## config.mk

```make
export PLATFORM = sky130hd
export DESIGN_NAME = pwm_deadtime_mode_control
export DESIGN_NICKNAME = d
export VERILOG_FILES = /design/src/verilog/pwm_gen_pkg.sv /design/src/verilog/dead_time_shaper.sv /design/src/verilog/pwm_deadtime_mode_control.sv
export SDC_FILE = /design/constraint.sdc
export NUM_CORES = 1
export LEC_CHECK = 0
export BUFFER_PORTS_ARGS = -buffer_cell sky130_fd_sc_hd__buf_2
export CAP_MARGIN = 25
export CORE_UTILIZATION = 35
export DETAILED_ROUTE_END_ITERATION = 6
export GPL_ROUTABILITY_DRIVEN = 1
export PLACE_DENSITY = 0.54
export SETUP_SLACK_MARGIN = 0.05
export SLEW_MARGIN = 5
export SYNTH_ARGS = -nofsm -noshare
export SYNTH_HDL_FRONTEND = slang
export SYNTH_SLANG_ARGS = --single-unit
export TNS_END_PERCENT = 30
```

## constraint.sdc

```tcl
create_clock -name ref_clk -period 4.69 [get_ports ref_clk]
set_input_delay 0.2345 -clock ref_clk [delete_from_list [all_inputs] [get_ports ref_clk]]
set_output_delay 0.2345 -clock ref_clk [all_outputs]
set_load 0.02 [all_outputs]
```

## src/verilog/pwm_gen_pkg.sv

```systemverilog
// constants, field positions and types of the pwm generator mode control block
// How it works
// - dead-time field 11 runs compensation, 10 applies no dead time
// - field 01 gives negative dead time when complementary, 00 positive always
// - polarity set: low compensation input shortens low, lengthens high; high reverses
// - polarity bit acts only in compensation mode, ignored otherwise
// - time-base select one takes secondary master base, zero the primary
// - alignment bit one counts center-aligned, zero edge-aligned
// - center alignment needs independent time base, else alignment bit ignored
// - external reset bit lets current-limit source restart independent time base while current-limit mode is clear
// - immediate update bit applies duty, phase, dead times now, else at boundary
// - control bit four is unimplemented and reads zero
package pwm_gen_pkg;
  localparam int DATA_W = 16;
  localparam int ADR_W = 5;
  // ----------------------------------------
  // register byte offsets
  // ----------------------------------------
  localparam logic [ADR_W-1:0] OFS_CTRL = 5'h00;
  localparam logic [ADR_W-1:0] OFS_DUTY = 5'h04;
  localparam logic [ADR_W-1:0] OFS_PHASE = 5'h08;
  localparam logic [ADR_W-1:0] OFS_PERIOD = 5'h0C;
  localparam logic [ADR_W-1:0] OFS_DT = 5'h10;
  localparam logic [ADR_W-1:0] OFS_ALT_DT = 5'h14;
  localparam logic [ADR_W-1:0] OFS_STATUS = 5'h18;
  localparam logic [ADR_W-1:0] OFS_MASK = 5'h1C;
  // ----------------------------------------
  // control field positions
  // ----------------------------------------
  localparam int B_IUE = 0;
  localparam int B_EXTERNAL_PERIOD_RESET_ENABLE = 1;
  localparam int B_CAM = 2;
  localparam int B_MASTER_TIMEBASE_SELECT = 3;
  localparam int B_COMPENSATION_POLARITY = 5;
  localparam int B_DTC_LO = 6;
  localparam int B_DTC_HI = 7;
  localparam int B_ITB = 8;
  localparam int B_EN = 9;
  localparam int B_CMPL = 10;
  localparam int B_CURRENT_LIMIT_MODE = 11;
  localparam logic [DATA_W-1:0] CTRL_WMASK = 16'h0FEF;
  localparam logic [DATA_W-1:0] CTRL_RESET = 16'h0000;
  localparam logic [DATA_W-1:0] PERIOD_RESET = 16'h00FF;
  // ----------------------------------------
  // status bits
  // ----------------------------------------
  localparam int ST_W = 2;
  localparam int ST_BOUND = 0;
  localparam int ST_XRST = 1;
  typedef enum logic [1:0] {
    DTC_POS = 2'h0,
    DTC_NEG = 2'h1,
    DTC_OFF = 2'h2,
    DTC_COMP = 2'h3
  } dtc_type;
  typedef enum logic [1:0] {
    DIR_UP = 2'h1,
    DIR_DOWN = 2'h2
  } dir_type;
endpackage : pwm_gen_pkg

```

## src/verilog/dead_time_shaper.sv

```systemverilog
// dead-time and compensation shaping of one raw pwm wave into high and low outputs
`timescale 1ns/10ps
`default_nettype none
module dead_time_shaper #(
  parameter int W = 16
) (
  input wire logic ref_clk,
  input wire logic rst_n,
  input wire logic raw,
  input wire logic enable,
  input wire pwm_gen_pkg::dtc_type dead_time_control,
  input wire logic comp_pol,
  input wire logic comp_in,
  input wire logic complementary,
  input wire logic [W-1:0] dt,
  input wire logic [W-1:0] alt_dt,
  output logic high,
  output logic low
);
  import pwm_gen_pkg::*;
  typedef struct packed {
    logic prev;
    logic [W-1:0] since;
    logic high;
    logic low;
  } shp_type;
  shp_type s;
  shp_type next_s;
  logic shorten_low;

  always_comb begin
    next_s = s;
    next_s.prev = raw;
    if (raw != s.prev) begin
      next_s.since = '0;
    end else if (s.since != {W{1'b1}}) begin
      next_s.since = s.since + 1'b1;
    end
    // polarity only consulted in the compensation branch
    shorten_low = comp_pol ? !comp_in : comp_in;
    case (dead_time_control)
      DTC_POS: begin
        next_s.high = raw && (next_s.since >= dt);
        next_s.low = !raw && (next_s.since >= alt_dt);
      end
      DTC_NEG: begin
        next_s.high = raw || (complementary && next_s.since < dt);
        next_s.low = !raw || (complementary && next_s.since < alt_dt);
      end
      DTC_COMP: begin
        if (shorten_low) begin
          next_s.high = raw || (next_s.since < dt);
          next_s.low = !raw && (next_s.since >= dt);
        end else begin
          next_s.high = raw && (next_s.since >= dt);
          next_s.low = !raw || (next_s.since < dt);
        end
      end
      default: begin
        next_s.high = raw;
        next_s.low = !raw;
      end
    endcase
    if (!enable) begin
      next_s.high = 1'b0;
      next_s.low = 1'b0;
    end
  end

  always_ff @(posedge ref_clk or negedge rst_n) begin
    if (!rst_n) begin
      s <= '0;
    end else begin
      s <= next_s;
    end
  end

  assign high = s.high;
  assign low = s.low;

  chk_no_dead_time: assert property (@(posedge ref_clk) disable iff (!rst_n)
    (enable && dead_time_control == DTC_OFF) |=> (high == $past(raw) && low == !$past(raw)))
    else $error("disabled dead time does not pass the raw wave");
  chk_positive_gap: assert property (@(posedge ref_clk) disable iff (!rst_n)
    (enable && dead_time_control == DTC_POS) |=> !(high && low))
    else $error("positive dead time lets both outputs overlap");
  chk_comp_pol_set: assert property (@(posedge ref_clk) disable iff (!rst_n)
    (enable && dead_time_control == DTC_COMP && comp_pol && !comp_in && raw) |=> (high && !low))
    else $error("compensation with polarity set did not shorten low");
  chk_comp_pol_clear: assert property (@(posedge ref_clk) disable iff (!rst_n)
    (enable && dead_time_control == DTC_COMP && !comp_pol && !comp_in && !raw) |=> (!high && low))
    else $error("compensation with polarity clear did not shorten high");
endmodule : dead_time_shaper
`default_nettype wire

```

## src/verilog/pwm_deadtime_mode_control.sv

```systemverilog
// pwm generator with mode control register, time base, buffered updates and wishbone slave
//
// Decided for this implementation: the placing of the registers and register access over Wishbone.
`timescale 1ns/10ps
`default_nettype none
module pwm_deadtime_mode_control #(
  parameter int CNT_W = pwm_gen_pkg::DATA_W,
  parameter bit HAS_SECONDARY = 1'b1
) (
  input wire logic ref_clk,
  input wire logic rst_n,
  input wire logic wb_cyc_i,
  input wire logic wb_stb_i,
  input wire logic wb_we_i,
  input wire logic [pwm_gen_pkg::ADR_W-1:0] wb_adr_i,
  input wire logic [3:0] wb_sel_i,
  input wire logic [31:0] wb_dat_i,
  output logic [31:0] wb_dat_o,
  output logic wb_ack_o,
  input wire logic primary_tb_tick,
  input wire logic primary_tb_sync,
  input wire logic secondary_tb_tick,
  input wire logic secondary_tb_sync,
  input wire logic current_limit_pin,
  input wire logic compensation_input,
  output logic pwm_high_output,
  output logic pwm_low_output,
  output logic irq
);
  import pwm_gen_pkg::*;

  // ----------------------------------------
  // state
  // ----------------------------------------
  typedef struct packed {
    logic cl_meta;
    logic cl_sync;
    logic cl_prev;
    logic cmp_meta;
    logic cmp_sync;
    logic [DATA_W-1:0] ctrl;
    logic [DATA_W-1:0] duty;
    logic [DATA_W-1:0] phase;
    logic [DATA_W-1:0] period;
    logic [DATA_W-1:0] dt;
    logic [DATA_W-1:0] alt_dt;
    logic [DATA_W-1:0] act_duty;
    logic [DATA_W-1:0] act_phase;
    logic [DATA_W-1:0] act_period;
    logic [DATA_W-1:0] act_dt;
    logic [DATA_W-1:0] act_alt_dt;
    logic [CNT_W-1:0] cnt;
    dir_type dir;
    logic raw;
    logic [ST_W-1:0] status;
    logic [ST_W-1:0] mask;
    logic ack;
    logic [31:0] dat;
  } ctl_type;

  ctl_type s;
  ctl_type next_s;

  logic req;
  logic wr_take;
  logic rd_take;
  logic enable;
  logic independent_timebase;
  logic center;
  logic use_secondary;
  logic tick;
  logic msync;
  logic ext_reset;
  logic boundary;
  logic load;
  logic [ST_W-1:0] events;
  logic [DATA_W-1:0] rd_val;

  function automatic logic [DATA_W-1:0] merge(
    input logic [DATA_W-1:0] old,
    input logic [31:0] data,
    input logic [3:0] sel
  );
    logic [DATA_W-1:0] r;
    r = old;
    if (sel[0]) begin
      r[7:0] = data[7:0];
    end
    if (sel[1]) begin
      r[15:8] = data[15:8];
    end
    return r;
  endfunction : merge

  // ----------------------------------------
  // mode decode
  // ----------------------------------------
  assign enable = s.ctrl[B_EN];
  assign independent_timebase = s.ctrl[B_ITB];
  // alignment bit has no effect unless the generator owns its time base
  assign center = s.ctrl[B_CAM] && independent_timebase;
  // without a secondary base the select bit falls back to the primary
  assign use_secondary = s.ctrl[B_MASTER_TIMEBASE_SELECT] && HAS_SECONDARY;
  assign tick = independent_timebase ? 1'b1 : (use_secondary ? secondary_tb_tick : primary_tb_tick);
  assign msync = !independent_timebase && (use_secondary ? secondary_tb_sync : primary_tb_sync);
  // does not rely on software having cleared current-limit mode first; the bit is gated here
  assign ext_reset = s.ctrl[B_EXTERNAL_PERIOD_RESET_ENABLE] && independent_timebase && !s.ctrl[B_CURRENT_LIMIT_MODE]
    && s.cl_sync && !s.cl_prev;

  always_comb begin
    boundary = 1'b0;
    if (enable && tick && !msync && !ext_reset) begin
      if (center) begin
        boundary = (s.dir == DIR_DOWN) && (s.cnt == '0);
      end else begin
        boundary = (s.cnt >= s.act_period[CNT_W-1:0]);
      end
    end
  end

  // ----------------------------------------
  // bus slave
  // ----------------------------------------
  assign req = wb_cyc_i && wb_stb_i;
  assign wr_take = req && s.ack && wb_we_i;
  assign rd_take = req && s.ack && !wb_we_i;

  always_comb begin
    case (wb_adr_i)
      OFS_CTRL: rd_val = s.ctrl & CTRL_WMASK;
      OFS_DUTY: rd_val = s.duty;
      OFS_PHASE: rd_val = s.phase;
      OFS_PERIOD: rd_val = s.period;
      OFS_DT: rd_val = s.dt;
      OFS_ALT_DT: rd_val = s.alt_dt;
      OFS_STATUS: rd_val = {{(DATA_W-ST_W){1'b0}}, s.status};
      OFS_MASK: rd_val = {{(DATA_W-ST_W){1'b0}}, s.mask};
      default: rd_val = '0;
    endcase
  end

  assign events = {ext_reset && enable, boundary};

  // ----------------------------------------
  // next state
  // ----------------------------------------
  always_comb begin
    next_s = s;
    next_s.cl_meta = current_limit_pin;
    next_s.cl_sync = s.cl_meta;
    next_s.cl_prev = s.cl_sync;
    next_s.cmp_meta = compensation_input;
    next_s.cmp_sync = s.cmp_meta;
    next_s.ack = req && !s.ack;
    next_s.dat = (req && !s.ack) ? {16'h0000, rd_val} : 32'h0000_0000;
    if (wr_take) begin
      case (wb_adr_i)
        OFS_CTRL: next_s.ctrl = merge(s.ctrl, wb_dat_i, wb_sel_i) & CTRL_WMASK;
        OFS_DUTY: next_s.duty = merge(s.duty, wb_dat_i, wb_sel_i);
        OFS_PHASE: next_s.phase = merge(s.phase, wb_dat_i, wb_sel_i);
        OFS_PERIOD: next_s.period = merge(s.period, wb_dat_i, wb_sel_i);
        OFS_DT: next_s.dt = merge(s.dt, wb_dat_i, wb_sel_i);
        OFS_ALT_DT: next_s.alt_dt = merge(s.alt_dt, wb_dat_i, wb_sel_i);
        OFS_MASK: next_s.mask = ST_W'(merge({{(DATA_W-ST_W){1'b0}}, s.mask},
          wb_dat_i, wb_sel_i));
        default: next_s.ctrl = s.ctrl;
      endcase
    end
    // reading status clears it, but an event in the same cycle survives
    if (rd_take && wb_adr_i == OFS_STATUS) begin
      next_s.status = events;
    end else begin
      next_s.status = s.status | events;
    end
    // active copies follow the buffers at once, at the period boundary, or while disabled
    load = next_s.ctrl[B_IUE] || boundary || !enable;
    if (load) begin
      next_s.act_duty = next_s.duty;
      next_s.act_phase = next_s.phase;
      next_s.act_period = next_s.period;
      next_s.act_dt = next_s.dt;
      next_s.act_alt_dt = next_s.alt_dt;
    end
    // ----------------------------------------
    // time base
    // ----------------------------------------
    if (!enable || msync || ext_reset) begin
      next_s.cnt = s.act_phase[CNT_W-1:0];
      next_s.dir = DIR_UP;
    end else if (tick) begin
      case (s.dir)
        DIR_UP: begin
          if (s.cnt >= s.act_period[CNT_W-1:0]) begin
            if (center) begin
              next_s.dir = DIR_DOWN;
              next_s.cnt = s.cnt - 1'b1;
            end else begin
              next_s.cnt = '0;
            end
          end else begin
            next_s.cnt = s.cnt + 1'b1;
          end
        end
        DIR_DOWN: begin
          if (!center || s.cnt == '0) begin
            next_s.dir = DIR_UP;
            next_s.cnt = center ? s.cnt + 1'b1 : '0;
          end else begin
            next_s.cnt = s.cnt - 1'b1;
          end
        end
        default: begin
          next_s.dir = DIR_UP;
          next_s.cnt = '0;
        end
      endcase
    end
    next_s.raw = enable && (next_s.cnt < s.act_duty[CNT_W-1:0]);
  end

  always_ff @(posedge ref_clk or negedge rst_n) begin
    if (!rst_n) begin
      s <= '0;
      s.ctrl <= CTRL_RESET;
      s.period <= PERIOD_RESET;
      s.act_period <= PERIOD_RESET;
      s.dir <= DIR_UP;
    end else begin
      s <= next_s;
    end
  end

  // ----------------------------------------
  // output shaping
  // ----------------------------------------
  dead_time_shaper #(
    .W(DATA_W)
  ) u_shaper (
    .ref_clk(ref_clk),
    .rst_n(rst_n),
    .raw(s.raw),
    .enable(enable),
    .dead_time_control(dtc_type'(s.ctrl[B_DTC_HI:B_DTC_LO])),
    .comp_pol(s.ctrl[B_COMPENSATION_POLARITY]),
    .comp_in(s.cmp_sync),
    .complementary(s.ctrl[B_CMPL]),
    .dt(s.act_dt),
    .alt_dt(s.act_alt_dt),
    .high(pwm_high_output),
    .low(pwm_low_output)
  );

  assign wb_ack_o = s.ack;
  assign wb_dat_o = s.dat;
  assign irq = |(s.status & s.mask);

  // ----------------------------------------
  // checks
  // ----------------------------------------
  chk_bit4_reads_zero: assert property (@(posedge ref_clk) disable iff (!rst_n)
    (wb_ack_o && !wb_we_i && wb_adr_i == OFS_CTRL) |-> !wb_dat_o[4])
    else $error("control bit four read back as one");
  chk_immediate_duty: assert property (@(posedge ref_clk) disable iff (!rst_n)
    (wr_take && wb_adr_i == OFS_DUTY && wb_sel_i[1:0] == 2'b11 && s.ctrl[B_IUE])
    |=> s.act_duty == $past(wb_dat_i[15:0]))
    else $error("immediate duty update did not reach the active copy");
  chk_buffered_hold: assert property (@(posedge ref_clk) disable iff (!rst_n)
    (enable && !s.ctrl[B_IUE] && !boundary && !(wr_take && wb_adr_i == OFS_CTRL))
    |=> $stable(s.act_duty))
    else $error("buffered duty changed away from the period boundary");
  chk_edge_direction: assert property (@(posedge ref_clk) disable iff (!rst_n)
    !center |=> s.dir == DIR_UP || $past(center))
    else $error("counter reversed while center alignment is off");
  chk_external_reset: assert property (@(posedge ref_clk) disable iff (!rst_n)
    (enable && ext_reset) |=> (s.cnt == $past(s.act_phase) && s.status[ST_XRST]))
    else $error("current-limit restart did not reload the time base");
  chk_no_ext_reset: assert property (@(posedge ref_clk) disable iff (!rst_n)
    !s.ctrl[B_EXTERNAL_PERIOD_RESET_ENABLE] |-> !ext_reset)
    else $error("time base restarted with external reset off");
  chk_master_sync: assert property (@(posedge ref_clk) disable iff (!rst_n)
    (enable && !independent_timebase && (s.ctrl[B_MASTER_TIMEBASE_SELECT] ? secondary_tb_sync : primary_tb_sync))
    |=> s.cnt == $past(s.act_phase))
    else $error("selected master base sync did not restart the count");
  chk_status_irq: assert property (@(posedge ref_clk) disable iff (!rst_n)
    (boundary && s.mask[ST_BOUND]) |=> irq [*2])
    else $error("boundary event did not raise the interrupt");
endmodule : pwm_deadtime_mode_control
`default_nettype wire

```

Yosys cells after proc, flatten, opt, wreduce, memory -nomap -nowiden

Cells that the tools add are included.
W data, S select, Z words.

ROM bits: 0
Output and inout port bits: 36
Memories kept: 0
RAM bits: 0
Bits of input ports: 52
Logic and storage cells: 150
Flip-flop bits (word level): 235
Bits in latches: 0

Multiplexer cells: 42
Div/mod/pow operators: 0
$add $sub $neg: 3
$mul: 0
$lt $le $gt $ge: 6
Reductions and logical operators: 52
Equality and inequality tests: 16
Shift operators: 0
Bitwise logic cells: 2

Operator list:

| operator                | number |
|---|---|
| $mux W16                | 12 |
| $pmux W16 S8            | 1 |
| $mux W81                | 1 |
| $mux W8                 | 10 |
| $ge A16 B16 Y1          | 3 |
| $lt A16 B16 Y1          | 3 |
| $mux W18                | 2 |
| $pmux W18 S2            | 1 |
| $add A16 B1 Y16 const B | 2 |
| $logic_and A1 B1 Y1     | 23 |
| $eq A5 B5 Y1 const B    | 4 |
| $logic_not A16 Y1       | 1 |
| $ne A16 B16 Y1 const B  | 1 |
| $sub A16 B1 Y16 const B | 1 |
| $mux W2                 | 6 |
| $logic_not A1 Y1        | 11 |
| $eq A5 B4 Y1 const B    | 2 |
| $logic_or A1 B1 Y1      | 9 |
| $reduce_and A3 Y1       | 3 |
| $mux W1                 | 8 |
| $ne A3 B3 Y1 const B    | 2 |
| $pmux W2 S3             | 1 |
| $eq A5 B3 Y1 const B    | 1 |
| $logic_not A5 Y1        | 1 |
| other kinds (10)        | 12 |

Depth between registers and ports, before layout

Depth after elaboration: 9
Mapped depth: 16
Gate-level depth less buffers: 15

Modules after synthesis

From an unflattened synthesis, not the netlist that was laid out.

Cells, all modules: 1161
Area, all modules: 12801.0 µm²

Modules (own cells, without submodules):

| module                    | cells an instance | seq. area each (µm²) | area an instance (µm²) | times used |
|---|---|---|---|---|
| pwm_deadtime_mode_control | 940               | 5426.5               | 10981.8                | 1 |
| dead_time_shaper          | 221               | 475.5                | 1819.2                 | 1 |

Worst setup path after synthesis

No wires, ideal clock.

Path type: reg-to-reg
Start: register s[91] in the netlist's numbering
End: register s[37] in the netlist's numbering
Arrival: 3.576 ns
Cell stages (with the launch flop): 17
Setup time: 0.078 ns
Setup slack: 1.037 ns
Buffers on the path: 1
Required time: 4.612 ns
Cell sequence: dfstp_2 > inv_1 > ha_1 > o21ai_0 > a2111o_1 > o32a_1 > buf_4 > a21oi_2 > nor3_1 > a311o_1 > a211o_1 > ha_1 > a21o_1 > a21oi_1 > o21ai_0 > a31o_2 > a21oi_1

RTL lines:

| what                     | RTL line                         | text |
|---|---|---|
| start: declaration       | pwm_deadtime_mode_control.sv:61  | `ctl_type s;` |
| start signal: assignment | pwm_deadtime_mode_control.sv:229 | `s <= next_s;` |

==> results.txt <==
* Peak supply drop: 0.238 mV
* Total of flip-flops plus latches after synthesis: roughly 240
- Post-Syn Instances: approximately 1,100
- In this run the worst setup path terminates at s[37].
- Synth Flop Type: dfrtp_1
- Among all stages on the critical path, the largest delay is contributed by a21oi_1.
* Final Wtd Congestion: 0.872
- For the pin with the worst max-slew slack, the measured transition is around 0.89 ns.
- The endpoint identified for the worst register-to-register timing path is s[37].
- Overflow left after global routing: 0
- Max-slew violation count: 0
- Max-slew headroom at the worst pin: around two fifths
- Wire segments on met3 add up to around 1200 um in the final route.
* First-pass GRT wire length: a little over 50,000 um
* Effective utilization at floorplan: between 30% and 40%
- For this design the static power due to leakage is around 6.7 nW.
- For this design the top-level I/O count stands at 88.
* Placeable core region: between 0.03 and 0.04 mm2
- Row generation in the floorplan step produced between 60 and 70 rows.
* Type of the worst setup path: reg2reg
* Worst hold margin: approximately 0.024 ns
- Setup violations remaining at the end of the flow were counted as 0.
- Fin. Hold Viols: 0
- Subtracting the final worst setup slack from the clock period gives roughly 4.4 ns.
- H-Tree Depth: 1
* Max-capacitance violation count: 0
* Floorplan die width: between 150 and 200 um
- The later pin in the worst-skew pair is clocked with a latency of 0.54 ns.
* Share of the synthesized area in compound gates (AO/OA/AOI/OAI): between 10% and 20%
- The detail route stage leaves a number of antenna-violating nets equal to 0.
- The die covers 0.0365 mm2.
- Setup repair after global routing left no endpoint under its margin.
- Total of buffers placed on input and output ports: 53
* Uppermost signal routing layer after detailed routing: met4
* Minimum setup slack among reg-to-reg paths: between 0.2 and 0.3 ns
- Proportion of synthesized area in mux cells: 15.8%
- Critical path endpoint category: flop
* Fin area: about 0.014 mm2
- The routed layout has between 8,000 and 9,000 vias.
* Clock-pin transition on the worst setup and hold timing paths: 0.06 ns
* Initial antenna violation count: 0
- For this run, the number of Yosys warnings is 0.
- The flow ran to the end, and the final reports show no timing, DRC or antenna violations.
- For this run, the register share of the synthesized area comes to a little under half.
- Leaving out filler cells and counting taps, the final layout contains about 1,700.
* Pin count of the biggest net entering global routing: between 100 and 150
* Area share of the largest cell type after synthesis: 43.6%
- In this run the number of cells on the critical path is 14.
- Largest buffer count on any clock path: 3
- By area, the combinational part of the netlist is dominated by multiplexers.
* Buffer count from post-CTS setup fixing: 0
- Wire segments on met2 add up to 15,100 um in the final route.
- Crit Path Max Fanout: 10
* Accumulated negative setup slack: 0 ns
- Placed Cells: 1,606
- Total number of nets in the final design: 1,306
* Final Routed Wirelength: about 33,000 um
* Number of buffers and inverters on the critical path: 0
* Vias in the first global route: between 9,000 and 10,000
- In this run the critical register-to-register path is launched from s[53].
- The tree is rooted in a clkbuf_16.
- The placed instances occupy a cell area of 0.0132 mm2.
- Clock sink total: approximately 240
- Startpoint type of the worst setup path: flop
* Crit share post-route: 94.1%
- FMAX: 0.227 GHz
* Maximum clock skew at final layout: roughly 0.017 ns
* Cell depth of the worst flop-to-flop path: 14
- CP Data Arrival Time: ~5 ns
- The signal on the critical path passes through ha_1 > nand4_1 > a2111o_1 > o32a_2 > a21oi_1 > a211oi_1 > o2bb2ai_1 > a221oi_1 > ha_1 > a21o_1 > a21oi_1 > o21ai_0 > a31o_2 > a21oi_1.
- Count of unique library cells instantiated by Yosys: 69
- Count of flip-flops with a built-in enable after synthesis: 0
* Chip Height: 191 um
- In this design, the largest share of critical-path delay is due to compound AO/OA/AOI/OAI gates.
* Detail-routed net length per standard cell: 19.9 um
- After synthesis, the cell types taking the most area are dfrtp_1 (44%), mux2_2 (14%), ha_1 (6.9%).
- XOR/XNOR share of the synthesized area: less than 1%
- Timing startpoint of the critical path: s[53]
- Of the cells placed in the final design, the portion with a size suffix greater than 1 is around a quarter.
* Cell area after technology mapping: roughly 0.013 mm2
- After detailed routing, the wire length on met1 is between 15,000 and 20,000 um.
* CTS tree: done
- Data required time at the worst endpoint: about 5 ns
* Pwr Density: between 300 and 400 mW/mm2
* Hold/Removal Path Class: in2reg
- Using the TritonRoute via totals, the vias-per-cell ratio works out to around 5.4.
* Drt drc: 0
- Delay contributed by the slowest stage of the critical path: 0.55 ns
- After synthesis, the share of flip-flops with an asynchronous set or reset is 100%.
- Averaged over all synthesized cells, the footprint is 11.1 um2.
* Synthesized-area fraction occupied by adder cells: around 7%
* End-of-flow core utilization: 40.6%
* Iteration-0 DRC count of the detailed router: 703
- Antenna diode count: 0
* Simple-gate share of the synthesized area: 10.3%
* Area growth from synthesis to final layout: 13.4%
- TritonRoute pass-1 iters: 4
* Total GRT Usage: a little under a fifth
- Largest area contributor in the synthesized netlist: dfrtp_1
- Most repeated library cell on the critical path: a21oi_1
- DP Wirelength: about 24,000 um
- Filler cell count in the final layout: 3,397
* TritonCTS buffer count: 27
==> kinds of logic after synthesis <==
group	Yosys count
xor+xnor	13
simple gates	256
other cells	1
flops	235
mux	176
fa+ha+maj	69
compound gates	235
buf+inv	143
==> metrics by stage <==
stage          setup slack (ns)  power (mW)
2_1_floorplan              1.04        2.63
4_1_cts                   0.283        5.00
3_5_place_dp              0.295        2.86
5_1_grt                  0.0791        5.19
3_3_place_gp              0.350        2.85
6_report                  0.277        4.94
==> what timing repair did <==
item                                   CTS  global route
setup endpoints to repair                0             1
endpoints found under the hold margin   91             0
hold buffers                             5             0
resized for setup                        0             3
==> flip-flops by register name, summed over array words and instances, names as in the netlist <==
register              flops
enable                    1
independent_timebase      1
next_s                    3
s                       194
u_shaper.high             1
u_shaper.low              1
u_shaper.s               17
wb_ack_o                  1
wb_dat_o                 16
==> cell usage after synthesis, types with 9 or more instances <==
master,number
dfrtp_1,218
mux2_2,160
inv_1,70
ha_1,69
nand2_1,66
nor2_1,55
a22oi_1,43
buf_4,41
a21oi_1,37
clkbuf_1,31
o21ai_0,29
a31oi_1,24
and3_1,23
nor3_1,21
nand4_1,20
dfstp_2,17
nand3_1,17
a21o_1,16
mux2_1,13
nand2b_1,10
or3_1,10
xor2_1,10
o211ai_1,9
==> cells in the final DEF (no fill, tap or decap), drive strengths merged, types with 4 or more instances in the layout <==
| master | synthesis | final |
|---|---|---|
| clkbuf | 31 | 35 |
| o21a | 7 | 7 |
| and2 | 6 | 6 |
| ha | 69 | 69 |
| o311ai | 5 | 5 |
| a21oi | 38 | 38 |
| dlygate4sd3 | 0 | 5 |
| dfrtp | 218 | 218 |
| nor2 | 55 | 55 |
| buf | 42 | 81 |
| nand2 | 67 | 67 |
| nand4 | 20 | 20 |
| a211o | 5 | 5 |
| o21ai | 30 | 30 |
| dfstp | 17 | 17 |
| nor3b | 4 | 4 |
| nand3 | 17 | 17 |
| inv | 70 | 72 |
| o221ai | 4 | 4 |
| or3 | 10 | 10 |
| a21o | 16 | 16 |
| and4 | 4 | 4 |
| nand2b | 10 | 10 |
| o31ai | 5 | 5 |
| nor3 | 22 | 22 |
| o2111ai | 7 | 7 |
| xor2 | 10 | 10 |
| a22oi | 43 | 43 |
| and3 | 23 | 23 |
| a221oi | 4 | 4 |
| clkinv | 0 | 7 |
| a31oi | 24 | 24 |
| a211oi | 6 | 6 |
| o211ai | 9 | 9 |
| mux2 | 173 | 173 |
| a22o | 5 | 5 |
| nor2b | 7 | 7 |
| conb | 1 | 16 |
==> cell type report <==
| cell class | count | area (um2) | area share, % |
|---|---|---|---|
| Timing Repair Buffer | 86 | 561 | 3.95 |
| Sequential cell | 235 | 5900 | 41.6 |
| Tap cell | 455 | 569 | 4.02 |
| Multi-Input combinational cell | 765 | 5990 | 42.3 |
| Clock inverter | 14 | 161 | 1.14 |
| Inverter | 70 | 263 | 1.85 |
| Clock buffer | 35 | 726 | 5.12 |
==> worst min path at each step <==
stage	startpoint	endpoint	slack, ns	depth (start not counted)
after floorplan	rst_n	enable	-0.06	0
after global placement	next_s[235]	next_s[234]	0.33	0
after detailed placement	next_s[235]	next_s[234]	0.34	0
after CTS	wb_dat_i[5]	s[221]	0.003	2
after global routing	wb_dat_i[6]	s[222]	0.02	2
final	wb_dat_i[5]	s[221]	0.02	2
==> layer usage <==
layer,GRT usage (%),vias up
met5,0,-
met4,6.34,0
met3,2.13,58
met2,29.1,204
met1,25.9,4460
li1,-,4231
==> power breakdown <==
group	internal (mW)	total [mW]	switching, mW
logic	0.276	0.700	0.424
registers	2.08	2.13	0.0449
clock network	1.26	2.11	0.855
total	3.62	4.94	1.32
Power figures use the tool's default switching activity.
